--- config.mk ---
export PLATFORM = sky130hd
export DESIGN_NAME = csw_clock_ctrl
export DESIGN_NICKNAME = d
export VERILOG_FILES = /design/src/hdl/csw_pkg.sv /design/src/hdl/csw_clock_ctrl.sv
export SDC_FILE = /design/constraint.sdc
export NUM_CORES = 1
export LEC_CHECK = 0
export BUFFER_PORTS_ARGS = -buffer_cell sky130_fd_sc_hd__buf_2
export CORE_ASPECT_RATIO = 1.5
export CORE_MARGIN = 2
export CORE_UTILIZATION = 55
export CTS_CLUSTER_SIZE = 24
export DETAILED_ROUTE_END_ITERATION = 6
export HOLD_SLACK_MARGIN = 0.1
export PLACE_DENSITY_LB_ADDON = 0.15
export SLEW_MARGIN = 5
export SYNTH_ARGS = -nofsm -noshare
export SYNTH_HDL_FRONTEND = slang
export SYNTH_SLANG_ARGS = --single-unit
--- constraint.sdc ---
create_clock -name ref_clk -period 5.1 [get_ports ref_clk]
set_input_delay 0.255 -clock ref_clk [delete_from_list [all_inputs] [get_ports ref_clk]]
set_output_delay 0.255 -clock ref_clk [all_outputs]
set_load 0.05 [all_outputs]
--- src/hdl/csw_pkg.sv ---
// package for the clock switch, fail-safe monitor and sleep control block
// assumes one 250 MHz clock and a plain address/strobe register port
package csw_pkg;

  // ==========================================================
  // register map (word indices on the plain register port)
  localparam logic [3:0] OFS_OSC_CTRL  = 4'h0;
  localparam logic [3:0] OFS_TRIM      = 4'h1;
  localparam logic [3:0] OFS_UNLOCK    = 4'h2;
  localparam logic [3:0] OFS_PWR_CTRL  = 4'h3;
  localparam logic [3:0] OFS_OSC_STAT  = 4'h4;

  // ==========================================================
  // field positions in the oscillator control word
  localparam int POS_SWREQ   = 0;
  localparam int POS_KEEPON  = 1;
  localparam int POS_FAIL    = 3;
  localparam int POS_LOCK    = 5;
  localparam int POS_REQSEL  = 8;
  localparam int POS_ACTSEL  = 12;

  // field positions in the power control word
  localparam int POS_SLEEP_GO = 0;
  localparam int POS_WDT_EN   = 1;

  // ==========================================================
  // unlock keys, written in order to the unlock word
  localparam logic [15:0] UNLOCK_KEY_A = 16'h0055;
  localparam logic [15:0] UNLOCK_KEY_B = 16'h00AA;

  // ==========================================================
  // reset values
  localparam logic [5:0] TRIM_RST = 6'h00;

  // ==========================================================
  // timing
  localparam int NEW_CLK_CYCLES = 10;
  localparam int OST_CYCLES     = 1024;
  localparam int PLL_LOCK_NS    = 2000;
  localparam int CLK_PERIOD_NS  = 4;
  localparam int PLL_LOCK_CYC   = (PLL_LOCK_NS + CLK_PERIOD_NS - 1) / CLK_PERIOD_NS;

  // ==========================================================
  // clock source encoding
  typedef enum logic [2:0] {
    SRC_FRC     = 3'h0,
    SRC_FRC_PLL = 3'h1,
    SRC_PRI     = 3'h2,
    SRC_PRI_PLL = 3'h3,
    SRC_SEC     = 3'h4,
    SRC_LOW_POWER_RC_OSC    = 3'h5,
    SRC_FRC_D16 = 3'h6,
    SRC_FRC_DN  = 3'h7
  } csw_src_t;

  // switch sequencer states, gray along the switch path
  typedef enum logic [2:0] {
    ST_IDLE   = 3'b000,
    ST_CHECK  = 3'b001,
    ST_START  = 3'b011,
    ST_SETTLE = 3'b010,
    ST_SWAP   = 3'b110,
    ST_SLEEP  = 3'b111
  } csw_state_t;

  // oscillator enables toward the analog side
  typedef struct packed {
    logic fast_rc_osc;
    logic pri;
    logic sec;
    logic low_power_rc_osc;
    logic pll;
  } csw_osc_en_t;

  // register port request
  typedef struct packed {
    logic [3:0]  addr;
    logic [15:0] wdata;
    logic        wr;
    logic        rd;
  } csw_bus_req_t;

endpackage

--- src/hdl/csw_clock_ctrl.sv ---
// clock source switch sequencer, fail-safe monitor fallback, trim and sleep
// assumes oscillator ready and failure indications arrive asynchronously
`timescale 1ns/1ps

module csw_clock_ctrl
  import csw_pkg::*;
#(
  parameter int OST_CYC = OST_CYCLES
) (
  // clock and reset
  input  wire logic         ref_clk,
  input  wire logic         nrst,
  // register port
  input  wire logic [3:0]   reg_addr,
  input  wire logic [15:0]  reg_wdata,
  input  wire logic         reg_wr,
  input  wire logic         reg_rd,
  output logic      [15:0]  reg_rdata,
  // configuration straps
  input  wire logic         switch_enable_cfg,
  input  wire logic [2:0]   initial_source_cfg,
  input  wire logic [1:0]   primary_submode_cfg,
  // oscillator status, asynchronous
  input  wire logic         osc_ready_async,
  input  wire logic         pll_lock_async,
  input  wire logic         osc_fail_async,
  input  wire logic         new_clk_tick_async,
  // wake sources
  input  wire logic         wake_irq,
  input  wire logic         wdt_timeout,
  // oscillator and clock control
  output csw_osc_en_t       osc_en,
  output logic      [2:0]   sys_clk_sel,
  output logic      [1:0]   primary_submode,
  output logic      [5:0]   freq_trim_code,
  output logic              clock_fail_trap,
  output logic              wdt_clear,
  output logic              sys_clk_gate_n
);

  // ==========================================================
  // state record
  typedef struct packed {
    csw_state_t  st;
    logic [1:0]  unlock;
    logic        unlocked;
    logic [2:0]  req_sel;
    logic [2:0]  act_sel;
    logic        swreq;
    logic        keep_on;
    logic        lock_flag;
    logic        fail_flag;
    logic        wdt_en;
    logic [5:0]  trim;
    logic [15:0] cnt;
    logic        boot;
    logic        trap;
    logic        wclr;
    logic [15:0] rdata;
    logic [1:0]  rdy_s;
    logic [1:0]  lck_s;
    logic [1:0]  fail_s;
    logic [1:0]  tick_s;
    logic        tick_d;
    logic [1:0]  submode;
  } csw_state_rec_t;

  csw_state_rec_t s_reg;
  csw_state_rec_t s_next;

  // ==========================================================
  // helpers
  function automatic logic uses_pll(input logic [2:0] sel);
    return (sel == SRC_FRC_PLL) || (sel == SRC_PRI_PLL);
  endfunction

  function automatic logic uses_pri(input logic [2:0] sel);
    return (sel == SRC_PRI) || (sel == SRC_PRI_PLL);
  endfunction

  function automatic logic uses_frc(input logic [2:0] sel);
    return (sel == SRC_FRC) || (sel == SRC_FRC_PLL)
        || (sel == SRC_FRC_D16) || (sel == SRC_FRC_DN);
  endfunction

  logic sw_on;
  logic rdy;
  logic lck;
  logic fail;
  logic tick;
  logic wr_ctrl;
  logic sleeping;

  assign sw_on    = ~switch_enable_cfg;
  assign rdy      = s_reg.rdy_s[1];
  assign lck      = s_reg.lck_s[1];
  assign fail     = s_reg.fail_s[1];
  assign tick     = s_reg.tick_s[1] & ~s_reg.tick_d;
  assign sleeping = (s_reg.st == ST_SLEEP);
  assign wr_ctrl  = reg_wr && (reg_addr == OFS_OSC_CTRL) && s_reg.unlocked;

  // ==========================================================
  // next state
  always_comb begin
    s_next       = s_reg;
    s_next.trap  = 1'b0;
    s_next.wclr  = 1'b0;
    s_next.rdy_s = {s_reg.rdy_s[0], osc_ready_async};
    s_next.lck_s = {s_reg.lck_s[0], pll_lock_async};
    s_next.fail_s = {s_reg.fail_s[0], osc_fail_async};
    s_next.tick_s = {s_reg.tick_s[0], new_clk_tick_async};
    s_next.tick_d = s_reg.tick_s[1];

    // straps captured on the first clock after reset release
    if (s_reg.boot) begin
      s_next.boot    = 1'b0;
      s_next.act_sel = initial_source_cfg;
      s_next.req_sel = initial_source_cfg;
      s_next.submode = primary_submode_cfg;
    end

    // unlock sequence: key A then key B opens one control write
    if (reg_wr && (reg_addr == OFS_UNLOCK)) begin
      s_next.unlock   = (reg_wdata == UNLOCK_KEY_A) ? 2'd1 : 2'd0;
      s_next.unlocked = (s_reg.unlock == 2'd1) && (reg_wdata == UNLOCK_KEY_B);
    end else if (reg_wr || reg_rd) begin
      s_next.unlock   = 2'd0;
      s_next.unlocked = 1'b0;
    end

    if (reg_wr && (reg_addr == OFS_TRIM))
      s_next.trim = reg_wdata[5:0];
    if (reg_wr && (reg_addr == OFS_PWR_CTRL))
      s_next.wdt_en = reg_wdata[POS_WDT_EN];

    // control word write; source select and switch request only while switching is allowed
    if (wr_ctrl) begin
      s_next.keep_on = reg_wdata[POS_KEEPON];
      if (sw_on) begin
        s_next.req_sel = reg_wdata[POS_REQSEL +: 3];
        if (reg_wdata[POS_SWREQ] && s_reg.st == ST_IDLE)
          s_next.swreq = 1'b1;
      end
      // fail flag clears by writing zero; a failure still present sets it again one cycle later below
      if (!reg_wdata[POS_FAIL])
        s_next.fail_flag = 1'b0;
    end

    if (!sw_on) begin
      s_next.swreq   = 1'b0;
      s_next.act_sel = s_reg.boot ? initial_source_cfg : s_reg.act_sel;
    end

    unique case (s_reg.st)
      ST_IDLE: begin
        if (s_reg.swreq && sw_on)
          s_next.st = ST_CHECK;
      end
      ST_CHECK: begin
        if (s_reg.act_sel == s_reg.req_sel) begin
          s_next.swreq = 1'b0;
          s_next.st    = ST_IDLE;
        end else begin
          s_next.lock_flag = 1'b0;
          s_next.fail_flag = 1'b0;
          s_next.cnt       = 16'h0000;
          s_next.st        = ST_START;
        end
      end
      ST_START: begin
        // crystal start-up then PLL lock, when the new source needs them
        if (uses_pri(s_reg.req_sel) && s_reg.cnt < 16'(OST_CYC)) begin
          s_next.cnt = s_reg.cnt + 16'h0001;
        end else if (uses_pri(s_reg.req_sel) && !rdy) begin
          s_next.cnt = s_reg.cnt;
        end else if (uses_pll(s_reg.req_sel) && !lck) begin
          s_next.cnt = s_reg.cnt;
        end else begin
          s_next.lock_flag = uses_pll(s_reg.req_sel);
          s_next.cnt       = 16'h0000;
          s_next.st        = ST_SETTLE;
        end
      end
      ST_SETTLE: begin
        if (tick)
          s_next.cnt = s_reg.cnt + 16'h0001;
        if (s_reg.cnt == 16'(NEW_CLK_CYCLES))
          s_next.st = ST_SWAP;
      end
      ST_SWAP: begin
        s_next.act_sel = s_reg.req_sel;
        s_next.swreq   = 1'b0;
        s_next.st      = ST_IDLE;
      end
      ST_SLEEP: begin
        if (wake_irq || wdt_timeout)
          s_next.st = ST_IDLE;
      end
      default: s_next.st = ST_IDLE;
    endcase

    // sleep entry from the power control word
    if (reg_wr && (reg_addr == OFS_PWR_CTRL) && reg_wdata[POS_SLEEP_GO]
        && s_reg.st == ST_IDLE) begin
      s_next.st   = ST_SLEEP;
      s_next.wclr = reg_wdata[POS_WDT_EN];
    end

    // fail-safe monitor, active only with switching and outside sleep
    if (sw_on && fail && !sleeping && !s_reg.fail_flag) begin
      s_next.fail_flag = 1'b1;
      s_next.trap      = 1'b1;
      s_next.act_sel   = uses_pll(s_reg.act_sel) ? SRC_FRC_PLL : SRC_FRC;
      s_next.req_sel   = s_next.act_sel;
      s_next.swreq     = 1'b0;
      s_next.st        = ST_IDLE;
    end

    // register read, data stand one cycle later
    s_next.rdata = 16'h0000;
    if (reg_rd) begin
      unique case (reg_addr)
        OFS_OSC_CTRL: begin
          s_next.rdata[POS_ACTSEL +: 3] = s_reg.act_sel;
          s_next.rdata[POS_REQSEL +: 3] = s_reg.req_sel;
          s_next.rdata[POS_LOCK]        = s_reg.lock_flag;
          s_next.rdata[POS_FAIL]        = s_reg.fail_flag;
          s_next.rdata[POS_KEEPON]      = s_reg.keep_on;
          s_next.rdata[POS_SWREQ]       = s_reg.swreq;
        end
        OFS_TRIM:     s_next.rdata[5:0] = s_reg.trim;
        OFS_PWR_CTRL: s_next.rdata[POS_WDT_EN] = s_reg.wdt_en;
        OFS_OSC_STAT: s_next.rdata[2:0] = s_reg.st;
        default:      s_next.rdata = 16'h0000;
      endcase
    end
  end

  // ==========================================================
  // state register
  always_ff @(posedge ref_clk or negedge nrst) begin
    if (!nrst) begin
      s_reg      <= '0;
      s_reg.st   <= ST_IDLE;
      s_reg.trim <= TRIM_RST;
      s_reg.boot <= 1'b1;
    end else begin
      s_reg <= s_next;
    end
  end

  // ==========================================================
  // outputs
  logic mon_on;
  logic switching;
  assign mon_on    = sw_on & ~sleeping;
  assign switching = (s_reg.st == ST_START) || (s_reg.st == ST_SETTLE)
                  || (s_reg.st == ST_SWAP);

  always_comb begin
    osc_en      = '0;
    if (!sleeping) begin
      osc_en.fast_rc_osc = uses_frc(s_reg.act_sel) || (switching && uses_frc(s_reg.req_sel));
      osc_en.pri = uses_pri(s_reg.act_sel) || (switching && uses_pri(s_reg.req_sel));
      osc_en.pll = uses_pll(s_reg.act_sel) || (switching && uses_pll(s_reg.req_sel));
    end
    osc_en.sec  = s_reg.keep_on || (!sleeping && (s_reg.act_sel == SRC_SEC
                || (switching && s_reg.req_sel == SRC_SEC)));
    osc_en.low_power_rc_osc = mon_on || s_reg.wdt_en
                || (!sleeping && s_reg.act_sel == SRC_LOW_POWER_RC_OSC);
  end

  assign sys_clk_sel     = s_reg.act_sel;
  assign primary_submode = s_reg.submode;
  assign freq_trim_code  = s_reg.trim;
  assign clock_fail_trap = s_reg.trap;
  assign wdt_clear       = s_reg.wclr;
  assign sys_clk_gate_n  = ~sleeping;
  assign reg_rdata       = s_reg.rdata;

endmodule // csw_clock_ctrl

Yosys cells after proc, flatten, opt, wreduce, memory -nomap -nowiden --
Cells that the tools add are included.
Operators by class: add/sub/neg operators 1, magnitude comparators 1, equal/unequal tests 40, muxes and demuxes 53, bitwise logic cells 5, reductions and logical operators 58
Operators by type and width (number):
- two-way mux 16 bit | 5
- two-way mux 3 bit | 16
- one-hot mux 16 bit (3 select lines) | 1
- equality test 3 bit (second input constant) | 9
- logical AND 1 bit | 22
- logical OR 1 bit | 21
- equality test 3 x 2 -> 1 bit (second input constant) | 6
- adder 16 x 1 -> 16 bit (second input constant) | 1
- equality test 16 x 4 -> 1 bit (second input constant) | 1
- equality test 16 x 7 -> 1 bit (second input constant) | 1
- equality test 16 x 8 -> 1 bit (second input constant) | 1
- < comparator 16 x 11 -> 1 bit (second input constant) | 1
- inequality test 4 bit (second input constant) | 4
- two-way mux 1 bit | 15
- two-way mux 15 bit | 1
- one-hot mux 3 bit (5 select lines) | 1
- inequality test 2 bit (second input constant) | 5
- one-hot mux 1 bit (2 select lines) | 5
- AND reduction 5 bit | 2
- equality test 3 x 1 -> 1 bit (second input constant) | 3
- zero test 3 bit | 3
- equality test 4 x 2 -> 1 bit (second input constant) | 2
- two-way mux 2 bit | 4
- inequality test 4 x 1 -> 1 bit (second input constant) | 2
- other kinds (17) | 26
Storage, ports and cells: register bits 69, input bits 36, word-level logic and storage cells 180

Logic depth before layout (Yosys ltp) --
depth in word-level cells 9, mapped depth 7

Least setup slack after synthesis --
No wires, ideal clock.
kind register to register, start point register s_reg[44] (netlist name), end point register s_reg[44] (netlist name), arrival time 1800 ps, path slack 3220 ps, cell stages (with the launch flop) 7, path buffers 1, period minus slack after synthesis 1880 ps, cell sequence dfrtp_1 -> nor4_2 -> o2bb2ai_1 -> o21ai_2 -> buf_6 -> or4_1 -> o211ai_2
Between the ends: longest elaborated chain between the ends 4
RTL lines:
- start: declaration | line csw_clock_ctrl.sv:68 | csw_state_rec_t s_reg;
- start signal: assignment | line csw_clock_ctrl.sv:248 | s_reg <= s_next;
- < comparator 16 x 11 -> 1 bit | line csw_clock_ctrl.sv:172 | if (uses_pri(s_reg.req_sel) && s_reg.cnt < 16'(OST_CYC)) begin
- logical AND 1 bit | line csw_clock_ctrl.sv:172
- inequality test 3 bit (no source line) or two-way mux 16 bit (tied branches)
- AND reduction 5 bit (no source line) or one-hot mux 16 bit (3 select lines) (tied branches)
Parallel ways exist; a longest one is shown, timed or not. The select of a mux whose other input is x is not followed. A chain may end at the register's enable or synchronous reset.

Worst setup path after layout --
start point register s_reg[44] (netlist name), end point register s_reg[36] (netlist name)
Between the ends: longest elaborated chain between the ends 4
RTL lines (line):
- < comparator 16 x 11 -> 1 bit * | csw_clock_ctrl.sv:172
- logical AND 1 bit * | csw_clock_ctrl.sv:172
- inequality test 3 bit (no source line) or two-way mux 16 bit (tied branches)
- AND reduction 5 bit (no source line) or one-hot mux 16 bit (3 select lines) (tied branches)
Every way passes the cells marked *; elsewhere a longest branch is shown, timed or not.

==> results.yml <==
synthesis:
  post_synth_instance_area_um2: 3430
  syn_inst: 352
  synth_seq_cells: 64
  yosys_warnings: 0
  synth_edf_count: 0
  async_reset_ff_share_pct: 100
  synth-main-ff-cell: "dfrtp_1"
  ys_seq_area_share_pct: 46.8
  synth.avg_cell_area_um2: 9.73
  synthDistinctLibCells: 59
floorplanning:
  initial_core_util_pct: 56.3
  num_rows: 35
  pin_count: 71
  die_h_um: 101
  dieArea_um2: 6890
  die_x_um: 68.4
  core-area_um2: 6090
setup_path:
  r2r_slack_ns: 2.77
  slowest_stage: "a21oi_1"
  crit_chain: "nor4_2 -> nand2_1 -> a21oi_1 -> o21ai_0 -> a31oi_1"
  cp_max_fo: 13
  crit_end: "s_reg[36]"
  crit_arrival_ns: 2.60
  r2r-end: "s_reg[36]"
  r2r-start: "s_reg[44]"
  max_stage_delay_ns: 0.80
  start_kind: "register"
  rr_worst_depth: 5
  worstSetupEndpointType: "register"
  crit_type: "reg -> reg"
  cp-startpoint: "s_reg[44]"
  crit_required_ns: 5.37
route:
  drt-initial-drc-count: 116
  drc: 0
  first_pass_iters: 4
  routedWlPerCell_um: 16.7
  vias: 2787
  routed_wl_um: 7980
  routed_via_density: 5.83
  drtAntennaViolNets: 0
timing:
  min_period_ns: 2.33
  maxSlewHeadroom_pct: 34.7
  hold_viol_final: 0
  period_share_pct: 45.7
  fmax_mhz: 429
  finalMaxSlewViolations: 0
  tightest_slew_ns: 0.980
  clock_skew_ns: 0.00837
  rsz0062_at_grt: "false"
  setup_viol: 0
  tns_ns: 0
cells_and_area:
  regArea_um2: 1600
  diodes: 0
  nNetsFinal: 438
  multi_input_area_um2: 1540
  largest_reg_flops: 31
  drive_gt1_share_pct: 25.0
  finish.utilization_pct: 62.9
  fill_cells: 537
  syn_to_final_growth_pct: 11.8
clock_tree:
  clock_path_buffers: 2
  numCtsBuffers: 9
  cts_tree: "yes"
  clkTransAtPathRegs_ns: 0.07
  cts.sinks: 64
  cts-resized-gates: 0
  cts-root-buf: "clkbuf_8"
  clk_latency_ns: 0.35
  htree_levels: 3
  cts_hold_buf: 5
  cts_setup_buffers: 0
placed_design:
  gp_congestion: 0.848
  portBuffers: 66
  hpwl_um: 5780
global_routing:
  grt_pass1_vias: 2698
  track_usage_pct: 25.6
  grt_max_degree: 65
  antenna_found_initial: 0
  overflow: 0
  grt_pass1_wl_um: 13100
hold_path:
  hp-class: "in -> async"
pwr:
  internal-power_uw: 890
  leakage_uw: 0.00178
  p_clk_share_pct: 24.0
  pwr-share-seq_pct: 42.3
  switching_share_pct: 42.3
  netSwitchingPower_uw: 653
  power_density_nw_per_um2: 403
  vdd_ir_drop_max_mv: 0.299
  comb_power_share_pct: 33.7
run:
  drv_cap: 0
run_status:
  outcome: "complete, no violations"
placed cells by master (no fill, tap or decap), drive strengths merged, types with 4 or more instances in the layout:
master | netlist | routed
dfrtp | 63 | 63
nand2 | 28 | 28
nor3 | 16 | 16
mux2 | 9 | 9
or4 | 5 | 5
and3 | 5 | 5
a21oi | 11 | 11
nand4b | 4 | 4
nand3 | 14 | 14
nand4 | 7 | 7
clkbuf | 5 | 9
o21ai | 15 | 15
conb | 1 | 5
nor4 | 5 | 5
nor2b | 8 | 8
dlygate4sd3 | 0 | 5
a31oi | 8 | 8
a211oi | 6 | 6
inv | 10 | 10
buf | 35 | 68
nor3b | 6 | 6
nand2b | 4 | 4
nor2 | 24 | 24
nor4b | 4 | 4
and2 | 9 | 9
mux2i | 8 | 8
critical path, delay by kind of cell (launching register included):
kind            cells  cell delay (ns)
flops               1             0.43
compound gates      3             1.21
simple gates        2             0.62
power groups by stage:
stage | combinational (µW) | clock (µW) | sequential, µW
after floorplan | 454 | 0 | 616
after global placement | 513 | 0 | 657
after detailed placement | 517 | 0 | 660
after CTS | 522 | 376 | 650
after global routing | 575 | 400 | 664
final | 520 | 370 | 652
per-layer routing:
metal,global-route usage [%],up-vias,wire length (µm)
li1,-,1347,-
met1,30.5,1345,3140
met2,42.9,75,4230
met3,3.58,20,345
met4,14.3,0,274
met5,0,-,0
kinds of logic after synthesis:
| group | Yosys count | synth area share (%) |
|---|---|---|
| compound gates | 67 | 13.5 |
| xor+xnor | 4 | 1.02 |
| fa+ha+maj | 2 | 0.730 |
| buf+inv | 50 | 8.88 |
| flops | 64 | 46.8 |
| mux | 17 | 5.30 |
| other cells | 1 | 0.109 |
| simple gates | 147 | 23.7 |
synthesized netlist by cell type, types with 4 or more instances:
| cell | n | share of area, % |
|---|---|---|
| nor2b_1 | 8 | 1.5 |
| nand4b_1 | 4 | 1.0 |
| o21ai_0 | 14 | 2.0 |
| nand2_1 | 28 | 3.1 |
| dfrtp_1 | 63 | 46 |
| nor3b_1 | 6 | 1.3 |
| and3_1 | 5 | 0.91 |
| or4_1 | 5 | 1.1 |
| a31oi_1 | 8 | 1.5 |
| nand4_1 | 7 | 1.3 |
| clkbuf_1 | 5 | 0.55 |
| buf_2 | 6 | 0.88 |
| mux2i_1 | 8 | 2.3 |
| nand2b_1 | 4 | 0.73 |
| nor2_1 | 24 | 2.6 |
| nor3_1 | 16 | 2.3 |
| buf_4 | 27 | 5.9 |
| a211oi_1 | 6 | 1.3 |
| nor4_1 | 4 | 0.73 |
| mux2_2 | 9 | 3.0 |
| nand3_1 | 14 | 2.0 |
| and2_1 | 9 | 1.6 |
| a21oi_1 | 11 | 1.6 |
| inv_1 | 10 | 1.1 |
area by class of cell:
class | count | area share [%]
multi-input cells | 242 | 40.2
clock inverters | 6 | 0.980
flip-flops and latches | 64 | 41.8
clock buffers | 9 | 3.23
repair buffers | 73 | 10.3
well taps | 74 | 2.42
inverters | 10 | 0.980
worst min path at each step:
stage | to | slack (ns) | cells past startpoint
after floorplan | clock_fail_trap | -0.04 | 0
after global placement | lck | 0.33 | 0
after detailed placement | lck | 0.34 | 0
after CTS | s_reg[60] | 0.11 | 2
after global routing | primary_submode[0] | 0.14 | 2
final | s_reg[60] | 0.06 | 2
stage by stage:
step / hold slack (ns) / total power (µW) / cells / setup WS [ns] / cell area [µm²]
final: 0.0647 / 1540 / 478 / 2.77 / 3830
after CTS: 0.115 / 1550 / 478 / 2.80 / 3830
after detailed placement: 0.337 / 1180 / 458 / 2.80 / 3620
after floorplan: -0.0406 / 1070 / 356 / 3.22 / 3440
after global routing: 0.135 / 1640 / 478 / 2.43 / 3830
after global placement: 0.334 / 1170 / 458 / 2.83 / 3620
Power figures use the tool's default switching activity.
